$ cat src/dam_pkg.sv
package dam_pkg;

   // configuration space offsets
   localparam logic [7:0] ACT_EVT_OFFSET = 8'h58;
   localparam logic [7:0] RES_DEC_OFFSET = 8'h5C;

   localparam logic [31:0] ACT_EVT_RESET = 32'h0000_0000;
   localparam logic [31:0] RES_DEC_RESET = 32'h0000_0000;
   localparam logic [31:0] ACT_EVT_WMASK = 32'h03FF_FF77;

   // activity register fields
   localparam int CMD_SMI_BIT   = 25;
   localparam int VIDEO_EN_BIT  = 24;
   localparam int PCT_HI        = 23;
   localparam int PCT_LO        = 16;
   localparam int PHASE_HI      = 15;
   localparam int PHASE_LO      = 8;
   localparam int IRQ_GRLD_BIT  = 6;
   localparam int RTC_CEV_BIT   = 5;
   localparam int WAKE_CEV_BIT  = 4;
   localparam int KBM_GRLD_BIT  = 2;
   localparam int IRQ_CEV_BIT   = 1;
   localparam int TMR_CEV_BIT   = 0;

   // resource register fields
   localparam int LPT_FWD_BIT   = 31;
   localparam int GENB_FWD_BIT  = 30;
   localparam int GENA_FWD_BIT  = 29;
   localparam int KBD_DEC_BIT   = 28;
   localparam int SEG_DEC_BIT   = 27;
   localparam int GIO_DEC_BIT   = 26;
   localparam int SND_FWD_BIT   = 25;
   localparam int FW_DEC_BIT    = 24;
   localparam int FW_MASK_HI    = 23;
   localparam int FW_MASK_LO    = 22;
   localparam int FW_BASE_HI    = 21;
   localparam int FW_BASE_LO    = 10;

   // irq lines
   localparam int IRQ_TIMER     = 0;
   localparam int IRQ_KBD       = 1;
   localparam int IRQ_RTC       = 8;
   localparam int IRQ_MOUSE     = 12;
   localparam logic [15:0] IRQ_GENERAL = 16'hFEFA;

   // address ranges
   localparam logic [15:0] KBD_DATA_PORT = 16'h0060;
   localparam logic [15:0] KBD_CMD_PORT  = 16'h0064;
   localparam logic [15:0] GIO_LO        = 16'h03B0;
   localparam logic [15:0] GIO_HI        = 16'h03DF;
   localparam logic [31:0] SEG_LO        = 32'h000A_0000;
   localparam logic [31:0] SEG_HI        = 32'h000B_FFFF;

   // slice timing: 256 clocks per slice, 256 slices per window
   localparam int SLICE_CLOCKS = 256;
   localparam int WINDOW_SLICES = 256;
   localparam logic [7:0] SLICE_LAST  = 8'(SLICE_CLOCKS - 1);
   localparam logic [7:0] WINDOW_LAST = 8'(WINDOW_SLICES - 1);

   typedef struct packed {
      logic        valid;
      logic        is_io;
      logic [31:0] addr;
   } dam_pci_access_s;

   typedef struct packed {
      logic        valid;
      logic        write;
      logic [7:0]  offset;
      logic [31:0] wdata;
   } dam_cfg_req_s;

   typedef struct packed {
      logic lpt_range;
      logic genb_mem;
      logic genb_io;
      logic gena_mem;
      logic gena_io;
      logic snd_range;
   } dam_ext_match_s;

endpackage : dam_pkg

$ cat src/dam_monitor.sv
`timescale 1ns/1ps
`default_nettype none
module dam_monitor (
   // clock and reset
   input  wire logic                     clock_i,
   input  wire logic                     srst_i,
   // configuration access
   input  wire dam_pkg::dam_cfg_req_s    cfg_req_i,
   input  wire logic                     cmd_port_read_i,
   input  wire logic                     smi_gen_enable_i,
   output logic      [31:0]              cfg_rdata_o,
   // event sources
   input  wire logic [15:0]              irq_i,
   input  wire logic [15:0]              irq_mask_i,
   input  wire logic                     nmi_i,
   input  wire logic                     init_i,
   input  wire logic                     smi_active_i,
   input  wire logic                     general_input_one_n_i,
   input  wire logic                     power_button_input_n_i,
   input  wire logic                     cover_switch_input_i,
   input  wire logic                     data_phase_i,
   // pci access decode
   input  wire dam_pkg::dam_pci_access_s pci_access_i,
   input  wire dam_pkg::dam_ext_match_s  ext_match_i,
   input  wire logic                     parallel_port_monitor_enable_i,
   input  wire logic                     generic_b_memory_enable_i,
   input  wire logic                     generic_b_io_enable_i,
   input  wire logic                     generic_a_memory_enable_i,
   input  wire logic                     generic_a_io_enable_i,
   input  wire logic                     sound_card_decode_enable_i,
   // events out
   output logic                          smi_n_o,
   output logic                          standby_reload_o,
   output logic                          clock_event_o,
   output logic                          fast_burst_event_o,
   output logic                          dev11_reload_o,
   output logic                          extended_io_claim_o,
   output logic                          kbd_hit_o,
   output logic                          segment_hit_o,
   output logic                          graphics_io_hit_o,
   output logic                          frame_window_hit_o
);

   logic [31:0] act_q;
   logic [31:0] res_q;
   logic [15:0] irq_s1_q;
   logic [15:0] irq_s2_q;
   logic [15:0] irq_prev_q;
   logic [5:0]  misc_s1_q;
   logic [5:0]  misc_s2_q;
   logic [5:0]  misc_prev_q;
   logic        phase_s1_q;
   logic        phase_s2_q;
   logic [7:0]  clk_cnt_q;
   logic [8:0]  phase_cnt_q;
   logic [7:0]  slice_idx_q;
   logic [8:0]  marked_cnt_q;
   logic [15:0] irq_rise;
   logic [5:0]  misc_rise;
   logic        general_rise;
   logic        slice_end;
   logic        slice_counted;
   logic        window_end;
   logic [8:0]  marked_total;

   function automatic logic in_range16(input logic [15:0] a, input logic [15:0] lo, input logic [15:0] hi);
      in_range16 = (a >= lo) && (a <= hi);
   endfunction : in_range16

   function automatic logic window_match(input logic [31:0] a, input logic [31:0] res);
      logic [1:0] keep;
      keep = ~res[dam_pkg::FW_MASK_HI:dam_pkg::FW_MASK_LO];
      window_match = (a[31:22] == res[dam_pkg::FW_BASE_HI:dam_pkg::FW_BASE_LO + 2]) &&
                     (((a[21:20] ^ res[dam_pkg::FW_BASE_LO + 1:dam_pkg::FW_BASE_LO]) & keep) == 2'h0);
   endfunction : window_match

   // configuration registers
   always_ff @(posedge clock_i) begin
      if (srst_i) begin
         act_q <= dam_pkg::ACT_EVT_RESET;
         res_q <= dam_pkg::RES_DEC_RESET;
      end else if (cfg_req_i.valid && cfg_req_i.write) begin
         if (cfg_req_i.offset == dam_pkg::ACT_EVT_OFFSET) begin
            act_q <= cfg_req_i.wdata & dam_pkg::ACT_EVT_WMASK;
         end else if (cfg_req_i.offset == dam_pkg::RES_DEC_OFFSET) begin
            res_q <= cfg_req_i.wdata;
         end
      end
   end

   // read data
   always_ff @(posedge clock_i) begin
      if (srst_i) begin
         cfg_rdata_o <= 32'h0000_0000;
      end else if (cfg_req_i.valid && !cfg_req_i.write) begin
         if (cfg_req_i.offset == dam_pkg::ACT_EVT_OFFSET) begin
            cfg_rdata_o <= act_q;
         end else if (cfg_req_i.offset == dam_pkg::RES_DEC_OFFSET) begin
            cfg_rdata_o <= res_q;
         end else begin
            cfg_rdata_o <= 32'h0000_0000;
         end
      end
   end

   // pin synchronisers
   always_ff @(posedge clock_i) begin
      if (srst_i) begin
         irq_s1_q    <= 16'h0000;
         irq_s2_q    <= 16'h0000;
         irq_prev_q  <= 16'h0000;
         misc_s1_q   <= 6'h00;
         misc_s2_q   <= 6'h00;
         misc_prev_q <= 6'h00;
         phase_s1_q  <= 1'b0;
         phase_s2_q  <= 1'b0;
      end else begin
         irq_s1_q    <= irq_i & ~irq_mask_i;
         irq_s2_q    <= irq_s1_q;
         irq_prev_q  <= irq_s2_q;
         misc_s1_q   <= {nmi_i, init_i, smi_active_i, ~general_input_one_n_i,
                         ~power_button_input_n_i, cover_switch_input_i};
         misc_s2_q   <= misc_s1_q;
         misc_prev_q <= misc_s2_q;
         phase_s1_q  <= data_phase_i;
         phase_s2_q  <= phase_s1_q;
      end
   end

   assign irq_rise     = irq_s2_q & ~irq_prev_q;
   assign misc_rise    = misc_s2_q & ~misc_prev_q;
   assign general_rise = (|(irq_rise & dam_pkg::IRQ_GENERAL)) || misc_rise[5] || misc_rise[4];

   // activity events
   always_ff @(posedge clock_i) begin
      if (srst_i) begin
         standby_reload_o   <= 1'b0;
         clock_event_o      <= 1'b0;
         fast_burst_event_o <= 1'b0;
      end else begin
         standby_reload_o <= (act_q[dam_pkg::IRQ_GRLD_BIT] && general_rise) ||
                             (act_q[dam_pkg::KBM_GRLD_BIT] &&
                              (irq_rise[dam_pkg::IRQ_KBD] || irq_rise[dam_pkg::IRQ_MOUSE]));
         fast_burst_event_o <= (act_q[dam_pkg::RTC_CEV_BIT] && irq_rise[dam_pkg::IRQ_RTC]) ||
                               (act_q[dam_pkg::WAKE_CEV_BIT] && (|misc_rise[3:0]));
         clock_event_o <= (act_q[dam_pkg::IRQ_CEV_BIT] && general_rise) ||
                          (act_q[dam_pkg::TMR_CEV_BIT] && irq_rise[dam_pkg::IRQ_TIMER]) ||
                          (act_q[dam_pkg::RTC_CEV_BIT] && irq_rise[dam_pkg::IRQ_RTC]) ||
                          (act_q[dam_pkg::WAKE_CEV_BIT] && (|misc_rise[3:0]));
      end
   end

   // command port smi
   always_ff @(posedge clock_i) begin
      if (srst_i) begin
         smi_n_o <= 1'b1;
      end else begin
         smi_n_o <= ~(cmd_port_read_i && smi_gen_enable_i && act_q[dam_pkg::CMD_SMI_BIT]);
      end
   end

   // slice timing
   assign slice_end     = (clk_cnt_q == dam_pkg::SLICE_LAST);
   assign slice_counted = (phase_cnt_q > {1'b0, act_q[dam_pkg::PHASE_HI:dam_pkg::PHASE_LO]});
   assign window_end    = slice_end && (slice_idx_q == dam_pkg::WINDOW_LAST);
   assign marked_total  = marked_cnt_q + {8'h00, slice_end && slice_counted};

   always_ff @(posedge clock_i) begin
      if (srst_i) begin
         clk_cnt_q   <= 8'h00;
         phase_cnt_q <= 9'h000;
      end else begin
         clk_cnt_q <= clk_cnt_q + 8'h01;
         if (slice_end) begin
            phase_cnt_q <= {8'h00, phase_s2_q};
         end else if (phase_s2_q && phase_cnt_q != 9'h1FF) begin
            phase_cnt_q <= phase_cnt_q + 9'h001;
         end
      end
   end

   // window accumulation
   always_ff @(posedge clock_i) begin
      if (srst_i) begin
         slice_idx_q    <= 8'h00;
         marked_cnt_q   <= 9'h000;
         dev11_reload_o <= 1'b0;
      end else begin
         dev11_reload_o <= 1'b0;
         if (slice_end) begin
            slice_idx_q  <= slice_idx_q + 8'h01;
            if (window_end) begin
               marked_cnt_q   <= 9'h000;
               dev11_reload_o <= act_q[dam_pkg::VIDEO_EN_BIT] &&
                                 (marked_total >= {1'b0, act_q[dam_pkg::PCT_HI:dam_pkg::PCT_LO]});
            end else begin
               marked_cnt_q <= marked_total;
            end
         end
      end
   end

   // address decode
   always_ff @(posedge clock_i) begin
      if (srst_i) begin
         extended_io_claim_o <= 1'b0;
         kbd_hit_o          <= 1'b0;
         segment_hit_o      <= 1'b0;
         graphics_io_hit_o  <= 1'b0;
         frame_window_hit_o <= 1'b0;
      end else begin
         extended_io_claim_o <= pci_access_i.valid && (
            (res_q[dam_pkg::LPT_FWD_BIT] && parallel_port_monitor_enable_i && ext_match_i.lpt_range) ||
            (res_q[dam_pkg::GENB_FWD_BIT] &&
             ((generic_b_memory_enable_i && ext_match_i.genb_mem) ||
              (generic_b_io_enable_i && ext_match_i.genb_io))) ||
            (res_q[dam_pkg::GENA_FWD_BIT] &&
             ((generic_a_memory_enable_i && ext_match_i.gena_mem) ||
              (generic_a_io_enable_i && ext_match_i.gena_io))) ||
            (res_q[dam_pkg::SND_FWD_BIT] && sound_card_decode_enable_i && ext_match_i.snd_range));
         kbd_hit_o <= pci_access_i.valid && pci_access_i.is_io && res_q[dam_pkg::KBD_DEC_BIT] &&
                      ((pci_access_i.addr[15:0] == dam_pkg::KBD_DATA_PORT) ||
                       (pci_access_i.addr[15:0] == dam_pkg::KBD_CMD_PORT));
         segment_hit_o <= pci_access_i.valid && !pci_access_i.is_io && res_q[dam_pkg::SEG_DEC_BIT] &&
                          (pci_access_i.addr >= dam_pkg::SEG_LO) &&
                          (pci_access_i.addr <= dam_pkg::SEG_HI);
         graphics_io_hit_o <= pci_access_i.valid && pci_access_i.is_io && res_q[dam_pkg::GIO_DEC_BIT] &&
                              in_range16(pci_access_i.addr[15:0], dam_pkg::GIO_LO, dam_pkg::GIO_HI);
         frame_window_hit_o <= pci_access_i.valid && !pci_access_i.is_io && res_q[dam_pkg::FW_DEC_BIT] &&
                               window_match(pci_access_i.addr, res_q);
      end
   end

endmodule : dam_monitor
`default_nettype wire

$ cat config.mk
export PLATFORM = sky130hd
export DESIGN_NAME = dam_monitor
export DESIGN_NICKNAME = d
export VERILOG_FILES = /design/src/dam_pkg.sv /design/src/dam_monitor.sv
export SDC_FILE = /design/constraint.sdc
export NUM_CORES = 1
export LEC_CHECK = 0
export BUFFER_PORTS_ARGS = -buffer_cell sky130_fd_sc_hd__buf_4
export CORE_ASPECT_RATIO = 0.7
export CORE_MARGIN = 3
export CORE_UTILIZATION = 45
export DETAILED_ROUTE_END_ITERATION = 10
export GPL_ROUTABILITY_DRIVEN = 0
export PLACE_DENSITY = 0.71
export SYNTH_ARGS = -nofsm -noshare
export SYNTH_HDL_FRONTEND = slang
export SYNTH_SLANG_ARGS = --single-unit
$ cat constraint.sdc
create_clock -name clock_i -period 3.45 [get_ports clock_i]
set_clock_uncertainty 0.2 [all_clocks]
set_input_delay 0.5175 -clock clock_i [delete_from_list [all_inputs] [get_ports clock_i]]
set_output_delay 0.5175 -clock clock_i [all_outputs]
set_load 0.03 [all_outputs]
Word level (Yosys, flattened, before mapping)

Cells that the tools add are included.

Bits in registers: 200
Output and inout port bits: 42
Input bits: 131

Bitwise logic cells: 15
$lt $le $gt $ge: 6
Equal/unequal tests: 8
$add $sub $neg: 4
Multiplexer cells: 5
Reductions and logical operators: 62

Operators by type and width:

| operator             | number |
|---|---|
| $mux 32              | 2 |
| $logic_and 1x1->1    | 38 |
| $and 16x16->16       | 2 |
| $eq 16x7->1 const B  | 2 |
| $ge 32x20->1 const B | 1 |
| $le 32x20->1 const B | 1 |
| $not 16->16          | 2 |
| $add 8x1->8 const B  | 2 |
| $eq 8x7->1 const B   | 2 |
| $eq 8x8->1 const B   | 2 |
| $ge 16x10->1 const B | 1 |
| $le 16x10->1 const B | 1 |
| $logic_or 1x1->1     | 14 |
| $reduce_or 13->1     | 1 |
| $eq 10x10->1         | 1 |
| $add 9x1->9          | 1 |
| $add 9x1->9 const B  | 1 |
| $ge 9x8->1           | 1 |
| $gt 9x8->1           | 1 |
| $mux 9               | 1 |
| $ne 9x9->1 const B   | 1 |
| $and 6x6->6          | 1 |
| $not 1->1            | 6 |
| $not 6->6            | 1 |
| other kinds (12)     | 14 |

Longest topological paths before layout

Gate-level depths: netlist of run 1.

Depth after elaboration: 9
Depth in mapped cells: 16
Gate-level depth less buffers: 16

Worst setup path after synthesis of run 1

No wires, ideal clock.

Kind: reg-to-reg
Start: register clk_cnt_q[0]
End: register dev11_reload_o
Cell stages (with the launch flop): 16
Path slack: 132 ps
Buffers on the path: 1
Data required time: 3158 ps
Data arrival time: 3026 ps
Cells stage by stage: dfxtp_1 -> ha_1 -> and4_1 -> nand4_1 -> clkbuf_1 -> a221oi_1 -> ha_1 -> ha_1 -> nand3_1 -> nor3_1 -> xor2_1 -> ha_1 -> nand2_1 -> nor4_1 -> nor3_1 -> nor4_1

Word-level cells in the longest chain between the ends: 5
Elaborated cells between the ends (all ways): 9

RTL lines:

| what                   | line               | text |
|---|---|---|
| from (decl)            | dam_monitor.sv:54  | `logic [7:0] clk_cnt_q;` |
| from (signal assigned) | dam_monitor.sv:173 | `clk_cnt_q <= clk_cnt_q + 8'h01;` |
| $eq 8x8->1 (*)         | dam_monitor.sv:163 | `assign slice_end = (clk_cnt_q == dam_pkg::SLICE_LAST);` |
| $logic_and 1x1->1      | dam_monitor.sv:166 | `assign marked_total = marked_cnt_q + {8'h00, slice_end && slice_counted};` |
| $add 9x1->9            | dam_monitor.sv:166 |  |
| $ge 9x8->1             | dam_monitor.sv:195 | `(marked_total >= {1'b0, act_q[dam_pkg::PCT_HI:dam_pkg::PCT_LO]});` |
| $logic_and 1x1->1      | dam_monitor.sv:194 | `dev11_reload_o <= act_q[dam_pkg::VIDEO_EN_BIT] &&` |
| to (signal assigned)   | dam_monitor.sv:194 |  |
| to (decl)              | dam_monitor.sv:36  | `output logic dev11_reload_o,` |

Every way passes the cells marked *; elsewhere a longest branch is shown, timed or not.
A chain may end at the register's enable or synchronous reset.

Worst setup path after layout of run 1

Start: register act_q[12]
End: register dev11_reload_o

Word-level cells in the longest chain between the ends: 5

RTL lines:

| what                   | line               | text |
|---|---|---|
| from (decl)            | dam_monitor.sv:44  | `logic [31:0] act_q;` |
| from (signal assigned) | dam_monitor.sv:80  | `act_q <= dam_pkg::ACT_EVT_RESET;` |
| from (signal assigned) | dam_monitor.sv:84  | `act_q <= cfg_req_i.wdata & dam_pkg::ACT_EVT_WMASK;` |
| $gt 9x8->1             | dam_monitor.sv:164 | `assign slice_counted = (phase_cnt_q > {1'b0, act_q[dam_pkg::PHASE_HI:dam_pkg::PHASE_LO]});` |
| $logic_and 1x1->1      | dam_monitor.sv:166 |  |
| $add 9x1->9            | dam_monitor.sv:166 |  |
| $ge 9x8->1             | dam_monitor.sv:195 |  |
| $logic_and 1x1->1      | dam_monitor.sv:194 |  |

No other way between the ends.

==> results.cfg, run 1 <==
[power_and_ir_drop]
ir_drop_uv = 265
powerDensity_mw_per_mm2 = 460
leakagePower_uw = 0.00393

[cells_and_area]
final_nets = 1183
diodes = 0
drive_above_1_share_pct = 25.6
nFillCells = 1451
area_growth_pct = 30.0
fin_util_pct = 60.4

[die]
placementRows = 39
core_area_mm2 = 0.0165
initial_core_util_pct = 46.5
die-area_mm2 = 0.0187
io_pins = 173
die_h_um = 115
die_x_um = 162

[critical_path]
r2r_end = dev11_reload_o
required_ns = 3.53
cpMaxStageDelayCell = dfxtp_2
regToRegSetupSlack_ns = -0.05
critPathMaxFanout = 3
cp-end-kind = flip-flop
path_delay_family = simple AND/OR/NAND/NOR gates
cp-startpoint = act_q[12]
rr_startpoint = act_q[12]
reg2regPathDepth = 16
cp_slowest_stage_delay_ns = 0.34
arrival_ns = 3.58
path_cells = inv_2 -> ha_4 -> nand4_1 -> nor3_4 -> a2111oi_4 -> a221oi_2 -> ha_2 -> buf_4 -> and3_4 -> and3_4 -> xor2_2 -> ha_1 -> a21oi_1 -> o21ai_1 -> nor3_1 -> nor4_1
crit_top_cell = and3_4
start_kind = flip-flop
path_buf_inv = 2
criticalPathCategory = flip-flop to flip-flop

[sta]
fin_ws_ns = -0.0488
slew_headroom_pct = 43.1
holdWs_ns = 0.0344
fin_crit_sh_pct = 101
fmax_mhz = 286
tightest_slew_ns = 0.846
hold_viol_final = 0
grt_setup_unrepaired = true
fin_crit_ns = 3.50
slew_viol_final = 0
setup_viol = 1

[outcome]
violations = setup timing
outcome = complete, but fails checks

[clock_tree]
root_buffer = clkbuf_16
htreeDepth = 4
clk_path_buf_depth = 2
clock_latency_ns = 0.43
clkSinkCount = 197
cts_inserted_buffers = 17
cts_hold_buf = 0
cts_tree = built
clkTransAtPathRegs_ns = 0.08

[drt]
routed_wl_um = 19300
ant_nets = 0
wire_per_inst_um = 15.2
vias_per_cell = 5.06
first_pass_iters = 5
vias = 6416
drtIter0Drc = 491
remaining_drc_errors = 0

[worst_hold_path]
hold_depth = 2
hold_path_startpoint = irq_mask_i[9]
min_to = irq_s1_q[9]
hp-class = input pin to flip-flop

[logic_synthesis]
synth-edff-count = 0
syn-instance-count = 864
syn_area_mm2 = 0.00766
synth_fp_nets = 1017
synthFlopType = dfxtp_1
yosys_warnings = 0
syn_avg_cell_area_um2 = 8.87
ys_async_sr_fraction_pct = 0
yosysSeqAreaShare_pct = 51.5
yosys_register_bits = 197
yosysUniqueCellTypes = 46

[place]
port_buffers = 168
dpl.hpwl_um = 13300

[grt]
grt_pass1_wl_um = 30400
grt_pass1_vias = 6019
grt_overflow = 0
grt_max_degree = 86
antenna_found_initial = 0
track_usage_pct = 20.4

[run]
maxCapViolCount = 0
-- final cells by class --
class	count	area (um2)	share of cell area [%]
Clock buffer	17	425	4.27
Inverter	34	128	1.28
Tap cell	225	282	2.82
Timing Repair Buffer	194	1460	14.6
Clock inverter	15	181	1.82
Multi-Input combinational cell	586	3540	35.5
Sequential cell	197	3950	39.6
-- where the power goes --
part | leakage (uW) | internal [uW] | total, uW | switching (uW)
Sequential | 0.00160 | 2300 | 2310 | 9.11
Clock | 0.000287 | 1100 | 2040 | 935
Combinational | 0.00205 | 132 | 242 | 110
Total | 0.00393 | 3530 | 4590 | 1050
-- cells in the mapped netlist (all sizes together) (2+ instances only) --
library cell / n / area share, %
a21o: 3 / 0.29
a21oi: 69 / 4.5
a22o: 5 / 0.57
a22oi: 33 / 3.2
a31oi: 2 / 0.16
and3: 6 / 0.49
and4: 2 / 0.23
buf: 15 / 1.2
clkbuf: 32 / 1.6
dfxtp: 197 / 51
ha: 22 / 3.6
inv: 34 / 1.7
mux2: 11 / 1.6
mux2i: 2 / 0.26
nand2: 147 / 7.2
nand2b: 9 / 0.73
nand3: 11 / 0.72
nand3b: 2 / 0.20
nand4: 14 / 1.1
nand4b: 2 / 0.23
nor2: 79 / 3.9
nor2b: 41 / 3.3
nor3: 10 / 0.65
nor3b: 16 / 1.6
nor4: 10 / 0.90
nor4b: 3 / 0.34
o21ai: 26 / 1.7
o22ai: 8 / 0.65
or3: 8 / 0.72
xnor2: 19 / 2.2
xor2: 16 / 1.8
-- sequential cells by signal (all words and copies together) (netlist names), 6 cells and up --
| name | flops |
|---|---|
| slice_idx_q | 8 |
| res_q | 32 |
| cfg_rdata_o | 32 |
| marked_cnt_q | 9 |
| misc_prev_q | 6 |
| irq_s2_q | 15 |
| clk_cnt_q | 8 |
| phase_cnt_q | 9 |
| misc_s2_q | 6 |
| misc_s1_q | 6 |
| irq_s1_q | 15 |
| irq_prev_q | 15 |
| act_q | 24 |
-- through the flow --
step | setup TNS, ns | setup WS, ns | power, uW | cells | cell area [um2]
2_1_floorplan | 0 | 0.132 | 2460 | 864 | 7660
3_3_place_gp | -0.0634 | -0.0634 | 2600 | 1231 | 9160
3_5_place_dp | -0.221 | -0.221 | 2600 | 1231 | 9160
4_1_cts | -0.0164 | -0.0164 | 4620 | 1267 | 9880
5_1_grt | -0.255 | -0.255 | 4730 | 1268 | 9970
6_report | -0.0488 | -0.0488 | 4590 | 1268 | 9970
-- how the worst max path moves through the flow --
stage / end / slack [ns] / depth (start not counted)
finish: dev11_reload_o / -0.05 / 16
detailed placement: dev11_reload_o / -0.22 / 16
CTS: dev11_reload_o / -0.02 / 16
global placement: dev11_reload_o / -0.06 / 16
global route: dev11_reload_o / -0.25 / 16
floorplan: dev11_reload_o / 0.13 / 15
-- cell usage in the layout (no fill, tap or decap), types with 5 or more instances in the layout --
master / instances
nand2_1: 146
nand4_1: 14
nor2_1: 77
clkbuf_16: 17
or3_1: 7
ha_1: 16
o21ai_0: 25
nor3b_1: 16
o22ai_1: 8
a22oi_1: 33
nand2b_1: 9
ha_4: 5
a21oi_1: 69
nor4_1: 8
mux2_2: 11
nand3_1: 9
nor3_1: 7
dfxtp_1: 193
buf_4: 193
xor2_1: 15
inv_1: 30
nor2b_1: 41
inv_8: 5
a22o_1: 5
xnor2_1: 19
-- cells by family after synthesis --
family / share of synthesized area (%)
simple gates: 22.8
flops: 51.5
compound gates: 11.8
buf+inv: 4.44
xor+xnor: 4.00
fa+ha+maj: 3.59
mux: 1.88
-- layer usage --
layer	part of all wire, %	vias to the layer above	wire length, um	track usage, %
met1	47	2937	9060	28.6
met3	6.8	20	1320	3.96
met2	45	207	8650	31.8
met4	1.3	0	255	6.76
li1	-	3252	-	-
met5	0	-	0	0
-- timing repair --
action / 4_1_cts / 5_1_grt
setup endpoints to repair: 1 / 1
pin swaps: 15 / 9
setup buffers: 5 / 1
gates resized for setup: 20 / 12
endpoints found under the hold margin: 0 / 0
No activity file was read; power rests on OpenSTA's default activity.
==> inputs of run 2 (changes only) <==
Settings changed: PLACE_DENSITY 0.71 to 0.68.
Clock period 3.45 ns to 3.7 ns, I/O delays scaled along.
==> run 2 against run 1 <==
Against the previous run: the flow now finishes without violations; design area down 1.9%; sequential power shrank 7%; via count decreased by 1.7%; critical path depth unchanged; non-clock buffer count is 13 lower; critical path type unchanged.
==> results.cfg, run 2 (synthesis results as in run 1) <==
[cells_and_area]
reg_top3 = cfg_rdata_o (32), res_q (32), act_q (24)
fin_util_pct = 59.3
area_growth_pct = 27.6
drive_above_1_share_pct = 22.7
final_nets = 1170
final_common_cell = dfxtp_1
stdcell_count = 1255
most-common-layout-cells = dfxtp_1, buf_4, nand2_1, nor2_1, a21oi_1
diodes = 0

[grt]
track_usage_pct = 19.6
grt_max_degree = 92
grt_overflow = 0
grt_pass1_wl_um = 29200
grt_pass1_vias = 5825
antenna_found_initial = 0

[power_and_ir_drop]
clkPwrFrac_pct = 45.5
p_int_uw = 3430
ir_drop_uv = 269
pwr-share-seq_pct = 49.4
switching_power_uw = 930
leakagePower_uw = 0.00387
powerDensity_mw_per_mm2 = 446
swShare_pct = 21.3
combPwrFrac_pct = 5.1

[place]
dpl.hpwl_um = 13100
dp_cells = 1221
port_buffers = 168

[drt]
wire_per_inst_um = 14.9
ant_nets = 0
remaining_drc_errors = 0
routed_wl_um = 18700
first_pass_iters = 5
vias_per_cell = 5.02
vias = 6304
drtIter0Drc = 454

[die]
placementRows = 39
die_h_um = 115
die-area_mm2 = 0.0187
io_pins = 173
core_area_mm2 = 0.0165
initial_core_util_pct = 46.5
die_x_um = 162

[critical_path]
start_kind = flip-flop
r2r_end = dev11_reload_o
cpMaxStageDelayCell = dfxtp_1
regToRegSetupSlack_ns = 0.17
required_ns = 3.78
cp_slowest_stage_delay_ns = 0.33
criticalPathCategory = flip-flop to flip-flop
critPathMaxFanout = 4
arrival_ns = 3.61
rr_startpoint = act_q[12]
cp-end-kind = flip-flop
reg2regPathDepth = 16
path_cells = inv_1 -> ha_4 -> nand4_1 -> nor3_1 -> a2111oi_1 -> a221oi_1 -> ha_2 -> ha_2 -> nand3_2 -> nor3_4 -> xor2_1 -> ha_1 -> nand2_1 -> o21ai_0 -> nor3_1 -> nor4_1

[sta]
fin_crit_sh_pct = 95.4
fin_setup_tns_ns = 0
holdWs_ns = 0.0685
hold_viol_final = 0
slew_viol_final = 0
fmax_mhz = 283
fin_crit_ns = 3.53
setup_viol = 0
tightest_slew_ns = 0.916
slew_headroom_pct = 38.4

[clock_tree]
cts_tree = built
clkSinkCount = 197
htreeDepth = 4
cts_inserted_buffers = 17
clock_latency_ns = 0.43
root_buffer = clkbuf_16
clkTransAtPathRegs_ns = 0.07
cts_hold_buf = 0
clk_path_buf_depth = 2

[worst_hold_path]
hp-class = input pin to flip-flop
hold_depth = 2
min_to = irq_s1_q[7]
hold_path_startpoint = irq_mask_i[7]

[outcome]
outcome = finished clean

[run]
maxCapViolCount = 0
==> run 2: repair_timing <==
action	CTS	global route
cloned	0	0
resized for setup	1	7
endpoints found under the setup margin	1	1
setup buffers	0	2
pin swaps	0	6
==> run 2: power by group through the flow <==
| stage | clock, uW | combinational [uW] | sequential [uW] |
|---|---|---|---|
| after detailed placement | 0 | 224 | 2200 |
| after global placement | 0 | 223 | 2200 |
| after global routing | 2090 | 243 | 2160 |
| after floorplan | 0 | 89.7 | 2200 |
| after CTS | 2020 | 224 | 2150 |
| final | 1980 | 224 | 2150 |
==> run 2: per-stage QoR <==
step	total power [uW]	instance area (um2)	setup slack (ns)
floorplan	2290	7660	0.382
global placement	2420	9090	0.119
detailed placement	2430	9090	0.0232
CTS	4390	9730	0.111
global route	4490	9780	-0.0485
finish	4360	9780	0.171
==> run 2: layer usage <==
layer	wire length, um	part of all wire, %	track usage, %	vias up
met5	0	0	0	-
met4	130	0.70	5.23	0
met3	1190	6.4	4.54	9
met2	8220	44	30.3	183
met1	9160	49	27.8	2900
li1	-	-	-	3212
==> run 2: area by class of cell <==
class	instances	area [um2]
Clock buffer	19	443
Clock inverter	13	193
Fill cell	1455	6720
Inverter	34	128
Multi-Input combinational cell	586	3430
Sequential cell	197	3940
Tap cell	225	282
Timing Repair Buffer	181	1360
==> run 2: worst max-delay path, delay by kind of cell, from the launching register on <==
family	cells	cell delay [ns]
DFF	1	0.33
buffers and inverters	1	0.10
and+or+nand+nor	7	1.05
xor gates and xnor gates	1	0.19
adders and majority gates	4	1.00
AOI/OAI and AO/OA	3	0.50
==> run 2: how the worst max path moves through the flow <==
stage	start	end	cells past startpoint
floorplan	clk_cnt_q[0]	dev11_reload_o	15
global placement	act_q[12]	dev11_reload_o	16
detailed placement	act_q[12]	dev11_reload_o	16
CTS	act_q[12]	dev11_reload_o	16
global route	act_q[12]	dev11_reload_o	16
finish	act_q[12]	dev11_reload_o	16
